File: src/rtl/dlm_pkg.sv
// Package: constants, register map and types for the DLL-mode command block
package dlm_pkg;
  // Register byte addresses
  localparam logic [7:0] REG_CTRL_ADDR   = 8'h00;
  localparam logic [7:0] REG_STATUS_ADDR = 8'h04;
  localparam logic [7:0] REG_MR0_ADDR    = 8'h08;
  localparam logic [7:0] REG_MR1_ADDR    = 8'h0C;
  localparam logic [7:0] REG_MR2_ADDR    = 8'h10;
  // Control field positions and reset value
  localparam int         CTRL_LAUNCH_EN_BIT = 0;
  localparam int         CTRL_ERR_CLR_BIT   = 1;
  localparam logic [1:0] CTRL_RESET         = 2'h1;
  // Status field positions
  localparam int STAT_DLL_EN_BIT  = 0;
  localparam int STAT_LOCKED_BIT  = 1;
  localparam int STAT_SREF_BIT    = 2;
  localparam int STAT_PDN_BIT     = 3;
  localparam int STAT_LAT_ERR_BIT = 4;
  localparam int STAT_CL_LSB      = 8;
  localparam int STAT_CWL_LSB     = 16;
  localparam int STAT_AL_LSB      = 24;
  // Mode register bit positions
  localparam int MR1_DLL_DIS_BIT  = 0;
  localparam int MR0_DLL_RST_BIT  = 8;
  localparam int MR0_CL_LSB       = 4;
  localparam int MR1_AL_LSB       = 3;
  localparam int MR2_CWL_LSB      = 3;
  // Mode register reset values
  localparam logic [15:0] MR0_RESET = 16'h0020;
  localparam logic [15:0] MR1_RESET = 16'h0000;
  localparam logic [15:0] MR2_RESET = 16'h0008;
  // Latency figures
  localparam logic [4:0] CL_BASE       = 5'h04;
  localparam logic [4:0] CWL_BASE      = 5'h05;
  localparam logic [4:0] DLL_OFF_CL    = 5'h06;
  localparam logic [4:0] DLL_OFF_CWL   = 5'h06;
  // DLL lock time in clock cycles
  localparam int         T_DLLK_NCK    = 512;
  // Decoded command
  typedef enum logic [2:0] {CMD_DESEL, CMD_NOP, CMD_MRS, CMD_READ, CMD_REFRESH, CMD_OTHER} dlm_cmd_type;
  // Low-power state
  typedef enum logic [1:0] {ST_ACTIVE, ST_SREF, ST_PDN} dlm_state_type;
  // AHB transfer type
  localparam logic [1:0] HTRANS_NONSEQ = 2'h2;
endpackage : dlm_pkg

File: src/rtl/dlm_cmd_decode.sv
// Command pin decoder
`timescale 1ns/1ps
module dlm_cmd_decode
(
  input  wire logic        cs_n,
  input  wire logic        ras_n,
  input  wire logic        cas_n,
  input  wire logic        we_n,
  output dlm_pkg::dlm_cmd_type cmd
);
  import dlm_pkg::*;
  // Chip select high masks every other pin
  always_comb
  begin
    if (cs_n)
      cmd = CMD_DESEL;
    else
    begin
      unique case ({ras_n, cas_n, we_n})
        3'h7:    cmd = CMD_NOP;
        3'h0:    cmd = CMD_MRS;
        3'h5:    cmd = CMD_READ;
        3'h1:    cmd = CMD_REFRESH;
        default: cmd = CMD_OTHER;
      endcase
    end
  end
endmodule : dlm_cmd_decode

File: src/rtl/dlm_dll_mode.sv
// DLL mode, latency and low-power tracking of the memory device, with AHB-Lite registers
//
// Rules of the document
// NOP registers nothing new; running operations continue.
// Chip select high: other pins ignored, nothing new starts.
// MR1 A0 one enters DLL-off mode until written back to zero.
// DLL-control bit change accepted at any time.
// Controller keeps clock period within DLL-off frequency limit.
// DLL-off mode supports only read latency 6 with write latency 6.
// DLL-off read strobe launches AL+CL-1 cycles after read.
// Controller enters DLL-off from idle, writes MR1, waits, enters self refresh.
// Controller changes frequency in self refresh, gives stable clock before exit.
// After exit controller holds CKE high, ODT low, until mode delays end.
// Controller reprograms mode registers after exit delay.
// DLL-on: CKE high, ODT low until lock time after DLL reset.
// DLL-on order: MR1 A0 zero, MR0 A8 reset, then other registers.
// No lock-dependent command before lock time and calibration time.
// Frequency changes only in self refresh or precharge power-down.
// Self refresh ignores clock; new clock stable before exit.
// Frequency below minimum uses the DLL on-to-off sequence.
// Power-down change: wait entry delay, CKE and ODT held low.
// After power-down change: stable clock, exit, DLL reset, CKE high.
// During re-lock ODT low, CKE high, then normal operation.
// Self-refresh exit: only NOP or deselect during exit delay.
// DLL-enabled flag from mode writes selects launch cycle and latency set.
//
// The AHB-Lite interface to the registers and the address map were left to the implementer.
`timescale 1ns/1ps
module dlm_dll_mode
#(
  parameter int PEND_W = 32
)
(
  input  wire logic        hclk,
  input  wire logic        hresetn,
  // AHB-Lite slave
  input  wire logic        hsel,
  input  wire logic [7:0]  haddr,
  input  wire logic [1:0]  htrans,
  input  wire logic        hwrite,
  input  wire logic [2:0]  hsize,
  input  wire logic [31:0] hwdata,
  input  wire logic        hready,
  output logic             hreadyout,
  output logic [31:0]      hrdata,
  output logic             hresp,
  // Memory command pins
  input  wire logic        cke,
  input  wire logic        cs_n,
  input  wire logic        ras_n,
  input  wire logic        cas_n,
  input  wire logic        we_n,
  input  wire logic [2:0]  ba,
  input  wire logic [15:0] addr,
  // Device-side results
  output logic             dqs_launch,
  output logic             dll_enabled,
  output logic             dll_locked
);
  import dlm_pkg::*;
  // Longest launch delay is AL (CL-1) plus CL = 21 cycles
  if (PEND_W < 24)
  begin : g_bad_width
    $error("PEND_W too small for longest read latency");
  end
  //////////////////////////////////////////////////////////////////////////////
  // Latency decode helpers
  function automatic logic [4:0] cl_of(input logic [15:0] mr0);
    cl_of = CL_BASE + {2'h0, mr0[MR0_CL_LSB +: 3]};
  endfunction : cl_of
  function automatic logic [4:0] al_of(input logic [15:0] mr1, input logic [4:0] cl);
    unique case (mr1[MR1_AL_LSB +: 2])
      2'h1:    al_of = cl - 5'h01;
      2'h2:    al_of = cl - 5'h02;
      default: al_of = 5'h00;
    endcase
  endfunction : al_of
  //////////////////////////////////////////////////////////////////////////////
  // Command decode
  dlm_cmd_type cmd;
  dlm_cmd_decode u_dec
  (
    .cs_n  (cs_n),
    .ras_n (ras_n),
    .cas_n (cas_n),
    .we_n  (we_n),
    .cmd   (cmd)
  );
  logic              cke_prev_r;
  dlm_state_type     state_r;
  logic [15:0]       mr0_r, mr1_r, mr2_r;
  logic              lat_err_r;
  logic [9:0]        lock_cnt_r;
  logic [PEND_W-1:0] pend_r;
  logic [1:0]        ctrl_r;
  logic [4:0]        cl, cwl, al, rd_delay;
  logic              cmd_live, mrs_live, rd_live, dll_rst;
  // Commands count only with CKE high now and before, outside self refresh
  assign cmd_live = cke && cke_prev_r && (state_r == ST_ACTIVE);
  assign mrs_live = cmd_live && (cmd == CMD_MRS);
  assign rd_live  = cmd_live && (cmd == CMD_READ);
  assign dll_rst  = mrs_live && (ba == 3'h0) && addr[MR0_DLL_RST_BIT];
  assign cl       = cl_of(mr0_r);
  assign cwl      = CWL_BASE + {2'h0, mr2_r[MR2_CWL_LSB +: 3]};
  assign al       = al_of(mr1_r, cl);
  assign dll_enabled = ~mr1_r[MR1_DLL_DIS_BIT];
  // DLL off references the strobe one cycle earlier
  assign rd_delay = dll_enabled ? (al + cl) : (al + cl - 5'h01);

  //////////////////////////////////////////////////////////////////////////////
  // CKE history and low-power state
  always_ff @(posedge hclk or negedge hresetn)
  begin
    if (!hresetn)
    begin
      cke_prev_r <= 1'b0;
      state_r    <= ST_ACTIVE;
    end
    else
    begin
      cke_prev_r <= cke;
      unique case (state_r)
        ST_ACTIVE:
          if (cke_prev_r && !cke && !cs_n)
            state_r <= (cmd == CMD_REFRESH) ? ST_SREF : ST_PDN;
          else if (cke_prev_r && !cke)
            state_r <= ST_PDN;
        // Clock and pins are don't care until CKE returns
        ST_SREF, ST_PDN:
          if (cke)
            state_r <= ST_ACTIVE;
      endcase
    end
  end

  //////////////////////////////////////////////////////////////////////////////
  // Mode registers: DLL control accepted at any MRS with CKE high now and before, outside self refresh, init or later
  always_ff @(posedge hclk or negedge hresetn)
  begin
    if (!hresetn)
    begin
      mr0_r <= MR0_RESET;
      mr1_r <= MR1_RESET;
      mr2_r <= MR2_RESET;
    end
    else if (mrs_live)
    begin
      unique case (ba)
        3'h0:    mr0_r <= addr;
        3'h1:    mr1_r <= addr;
        3'h2:    mr2_r <= addr;
        default: ;
      endcase
    end
  end

  //////////////////////////////////////////////////////////////////////////////
  // DLL lock timer, restarted by DLL reset, held at the full lock count while DLL is off
  always_ff @(posedge hclk or negedge hresetn)
  begin
    if (!hresetn)
      lock_cnt_r <= 10'h000;
    else if (dll_rst || !dll_enabled)
      lock_cnt_r <= 10'(T_DLLK_NCK);
    else if (lock_cnt_r != 10'h000)
      lock_cnt_r <= lock_cnt_r - 10'h001;
  end
  assign dll_locked = dll_enabled && (lock_cnt_r == 10'h000);

  //////////////////////////////////////////////////////////////////////////////
  // Latency legality in DLL-off; set wins over software clear
  always_ff @(posedge hclk or negedge hresetn)
  begin
    if (!hresetn)
      lat_err_r <= 1'b0;
    else if (!dll_enabled && (cl != DLL_OFF_CL || cwl != DLL_OFF_CWL))
      lat_err_r <= 1'b1;
    else if (ctrl_r[CTRL_ERR_CLR_BIT])
      lat_err_r <= 1'b0;
  end

  //////////////////////////////////////////////////////////////////////////////
  // Read strobe launch pipeline; earlier reads keep their slots
  always_ff @(posedge hclk or negedge hresetn)
  begin
    if (!hresetn)
      pend_r <= '0;
    else if (rd_live)
      pend_r <= (pend_r >> 1) | (PEND_W'(1) << (rd_delay - 5'h01));
    else
      pend_r <= pend_r >> 1;
  end
  assign dqs_launch = pend_r[0] & ctrl_r[CTRL_LAUNCH_EN_BIT];

  //////////////////////////////////////////////////////////////////////////////
  // AHB-Lite slave, zero wait states, always OKAY
  logic       wr_pend_r;
  logic [7:0] wr_addr_r;
  logic       ap_valid;
  assign ap_valid  = hsel && hready && (htrans == HTRANS_NONSEQ);
  assign hreadyout = 1'b1;
  assign hresp     = 1'b0;

  always_ff @(posedge hclk or negedge hresetn)
  begin
    if (!hresetn)
    begin
      wr_pend_r <= 1'b0;
      wr_addr_r <= 8'h00;
    end
    else
    begin
      wr_pend_r <= ap_valid && hwrite;
      wr_addr_r <= haddr;
    end
  end

  // Error-clear bit is a one-cycle strobe
  always_ff @(posedge hclk or negedge hresetn)
  begin
    if (!hresetn)
      ctrl_r <= CTRL_RESET;
    else if (wr_pend_r && wr_addr_r == REG_CTRL_ADDR)
      ctrl_r <= hwdata[1:0];
    else
      ctrl_r[CTRL_ERR_CLR_BIT] <= 1'b0;
  end

  // Read data captured in the address phase
  always_ff @(posedge hclk or negedge hresetn)
  begin
    if (!hresetn)
      hrdata <= 32'h0000_0000;
    else if (ap_valid && !hwrite)
    begin
      unique case (haddr)
        REG_CTRL_ADDR:   hrdata <= {30'h0, ctrl_r};
        REG_STATUS_ADDR: hrdata <= {3'h0, al, 3'h0, cwl, 3'h0, cl, 3'h0, lat_err_r,
                                    state_r == ST_PDN, state_r == ST_SREF, dll_locked, dll_enabled};
        REG_MR0_ADDR:    hrdata <= {16'h0, mr0_r};
        REG_MR1_ADDR:    hrdata <= {16'h0, mr1_r};
        REG_MR2_ADDR:    hrdata <= {16'h0, mr2_r};
        default:         hrdata <= 32'h0000_0000;
      endcase
    end
  end
endmodule : dlm_dll_mode

File: config.mk
export PLATFORM = sky130hd
export DESIGN_NAME = dlm_dll_mode
export DESIGN_NICKNAME = d
export VERILOG_FILES = /design/src/rtl/dlm_pkg.sv /design/src/rtl/dlm_cmd_decode.sv /design/src/rtl/dlm_dll_mode.sv
export SDC_FILE = /design/constraint.sdc
export NUM_CORES = 1
export LEC_CHECK = 0
export ABC_AREA = 1
export BUFFER_PORTS_ARGS = -buffer_cell sky130_fd_sc_hd__buf_2
export CAP_MARGIN = 15
export CORE_ASPECT_RATIO = 0.9
export CORE_MARGIN = 2
export CORE_UTILIZATION = 51
export CTS_BUF_LIST = sky130_fd_sc_hd__clkbuf_4 sky130_fd_sc_hd__clkbuf_8 sky130_fd_sc_hd__clkbuf_16
export CTS_CLUSTER_SIZE = 14
export DETAILED_ROUTE_END_ITERATION = 7
export PLACE_DENSITY_LB_ADDON = 0.05
export SLEW_MARGIN = 25
export SYNTH_ARGS = -nofsm -noshare
export SYNTH_HDL_FRONTEND = slang
export SYNTH_SLANG_ARGS = --single-unit
File: constraint.sdc
create_clock -name hclk -period 2.7 [get_ports hclk]
set_input_delay 0 -clock hclk [delete_from_list [all_inputs] [get_ports hclk]]
set_output_delay 0 -clock hclk [all_outputs]
set_load 0.05 [all_outputs]
==> results.md <==
- Status: complete, but fails checks
- ANT nets after route: 0
- Worst setup SP type: flip-flop
- Final nets: 996
- Gpl congestion: between 0.9 and 1
- Avg Inst Size Synth: 8.373 sq um
- Final hold vios: 0
- Min-delay worst type: input pin to flip-flop
- Fin. max-slew vios: 0
- Sw frac: 0.2692
- GR Util met2: 0.4193
- CTS Sinks: about 130
- Clock Latency Late Sink: 0.43 ns
- I/O pin count: around 110
- DR iter-0 viols: a little under 500
- DRC Markers: 0
- # rows: 38
- Drt first pass iters: 5
- CTS Buffer Depth: 2
- Register area: 0.003232 sq mm
- # diodes: 0
- Yosys reg bits: 129
- Violated checks: negative setup slack
- P&R area growth vs syn: 33.58%
- Number of buffers inserted by port buffering: 67
- Number of vias per cell: ~5.2
- Fmax achieved: ~330 MHz
- Post-Synthesis Cells: 749
- Core box area: 0.01203 sq mm
- Total global routing overflow: 0
- Top Usage Layer GRT: met2
- Critical path arrival: 3.37 ns
- Final worst path period share: 1.114
- P_sw: 1.388 mW
- Routed len/inst: around 15 um
- Internal: 3.766 mW
- Endpoints failing setup: 32
- Die span in y: 109.2 um
- CTS Buf Count: 17
- Utilization after layout: 0.6964
- Clk_skew: 0.006949 ns
- First-pass GRT wire length: 26820 um
- Tmin final: between 3 and 4 ns
- Chip width: ~120 um
- Max-cap violations: 0
- Ys Warns: 0
- Fin worst setup slack: -0.3071 ns
- DP Worst Slack: -0.3963 ns
- Dpl hpwl: around 10000 um
- Post-synthesis sequential area ratio: 0.5154
- Met1 GRT Util: 0.3684
- Worst-Margin Slew: 0.8212 ns
- Seq pwr share: 0.421
- GR met3 Demand/Resource: 0.05544
- Crit. End Element: flip-flop
- GRT Resource Usage Total: 0.2654
- Fraction of layout cells with a size suffix above 1: 0.2533
- Starting Density: 0.5213
- Clock transition at path regs: 0.06 ns
- Clock root buffer: clkbuf_16
- EDFF count, synth: 0
- Synth cell types: 42
- Final wirelength: 16460 um
- TritonCTS clock tree: yes
- Initial antenna violation count: 0
- Total vias in the final route: about 5600
- Synth async-reset ratio: 1.000
- H-tree Lvls: 4
- Unrepaired setup endpoints after global routing: yes
- Kind of critical path: flip-flop to flip-flop
- Largest net degree at the start of global routing: 48
- Die ar.: between 0.01 and 0.015 sq mm
- CP Data Required Time: ~3.1 ns
- Clock network power share: 0.436
- Main synth FF type: dfrtp_1
- Ratio of total power to cell area: 615.3 mW/mm^2
- Area of the multi-input gates: about 0.0028 sq mm
- Fill count: 935
- Mapped Area: 0.006271 sq mm
- Max_slew headroom: 0.4525
- LEAKAGE: about 4.3 nW
- Worst Path Max Fanout: 7
- Vias in the first global route: around 5500
- Logic gate share of total power: 0.142
- VDD IR max: 0.0003921 V
[worst max-delay path: stages (launching register included)]
cell,delay (ns)
dfstp_2,0.54
inv_2,0.06
ha_4,0.21
o22ai_4,0.14
nand2_2,0.08
inv_2,0.06
fa_2,0.45
inv_2,0.09
ha_4,0.12
nand2_2,0.05
nand3b_1,0.24
inv_2,0.11
nand3_2,0.09
nand2_2,0.11
nand2_4,0.11
inv_8,0.10
nand2_4,0.09
nand2_4,0.13
nand3_1,0.09
nand2_1,0.07
[sequential cells by signal (all words and copies together), names as in the netlist]
signal / cells
wr_addr_r: 8
mr2_r: 16
lat_err_r: 1
pend_r: 32
hrdata: 24
lock_cnt_r: 10
state_r: 2
wr_pend_r: 1
ctrl_r: 2
mr1_r: 16
cke_prev_r: 1
mr0_r: 16
[layout by cell type (no fill, tap or decap), types with 3 or more instances in the layout]
cell type      count
clkinv_2           5
nand3_1           49
ha_4               4
o21ai_0           69
inv_2              7
clkinvlp_4         4
nand2_8            4
nand4_1            7
nor2_1            32
ha_1              14
nand3_2            6
o22ai_1            3
nand2_4            8
a22o_1             9
dfrtp_1          126
o21bai_1           3
inv_1             95
nand2_1          198
xor2_1             5
conb_1            10
buf_2             66
o21ai_1            4
nor3_1             8
clkbuf_16         17
dfstp_2            3
a21oi_1            9
nand2_2           13
buf_6             11
nor2_2             8
dlygate4sd3_1     32
buf_4             45
[metal layers]
metal  share of wire  vias up
li1                -     2666
met1            0.46     2664
met2            0.47      199
met3           0.060       24
met4           0.013        0
met5               0        -
[final timing paths]
kind	start	to	slack (ns)	cells after the start
max	mr0_r[5]	pend_r[18]	-0.31	19
min reg2reg	pend_r[27]	pend_r[26]	0.43	2
max reg2reg	mr0_r[5]	pend_r[18]	-0.31	19
max in group asynchronous	hresetn	mr2_r[3]	1.81	3
min in group asynchronous	hresetn	wr_addr_r[0]	0.14	2
min	ba[1]	mr0_r[8]	0.05	4
[logic make-up (layout without fill, tap and decap cells)]
kind of cell,count (synthesis),in the layout,synth area share
AO/OA/AOI/OAI,107,107,0.09597
XOR/XNOR,7,7,0.009777
adder cells (fa/ha/maj),19,19,0.03911
buffers and inverters,137,294,0.09318
flip-flops,129,129,0.5154
multiplexers,1,1,0.001796
other,2,10,0.001198
AND/OR/NAND/NOR,347,349,0.2436
[stage by stage]
step                      area, sq um  setup TNS (ns)  cells  total power, mW  hold slack, ns
after floorplan                  6342          -6.588    757            2.616         -0.2956
after global placement           7029          -8.137    994            2.793         0.04178
after detailed placement         7029          -10.81    994            2.825         0.04648
after CTS                        8277          -6.317   1077            5.161         0.03573
after global routing             8377          -12.61   1076            5.383         0.07271
final                            8377          -8.522   1076            5.154         0.05489
[final cells by class]
cell class,instances,share of cell area
flip-flops and latches,129,0.3858
multi-input cells,493,0.3337
repair buffers,156,0.1376
clock buffers,19,0.05332
inverters,106,0.04944
well taps,160,0.02390
clock inverters,13,0.01628
[synth_stat cells, types with 3 or more instances]
master    count  area (sq um)
nand3_1      54         270.3
nand4_1       7         43.79
xor2_1        5         43.79
o21bai_1      4         30.03
dfstp_2       3         78.83
o21ai_1       4         20.02
a21oi_1      11         55.05
a22o_1        9         78.83
nor2_1       39         146.4
ha_1         18         225.2
o21ai_0      70         350.3
nor3_1        9         45.04
buf_4        13         97.59
inv_2         5         18.77
o22ai_1       4         25.02
nor4_1        3         18.77
buf_2         3         15.01
nand2_1     206         773.2
inv_1        99         371.6
nand2_2      13         81.33
dfrtp_1     126          3153
clkbuf_1     13         48.80
[power by group through the flow]
stage          Combinational [mW]  Sequential (mW)  Clock, mW
6_report                    0.734             2.17       2.25
3_3_place_gp                0.597             2.20          0
3_5_place_dp                0.625             2.20          0
2_1_floorplan               0.437             2.18          0
4_1_cts                     0.711             2.17       2.28
5_1_grt                     0.829             2.19       2.37
[repair_timing]
item                                    4_1_cts  5_1_grt
hold buffers                                 32        0
resized for setup                            42       22
endpoints found under the setup margin       32       33
cloned                                        2        0
buffers inserted                             17        4
pin swaps                                    16       13
endpoints found under the hold margin       105        0
(Power assumes the default switching activity.)
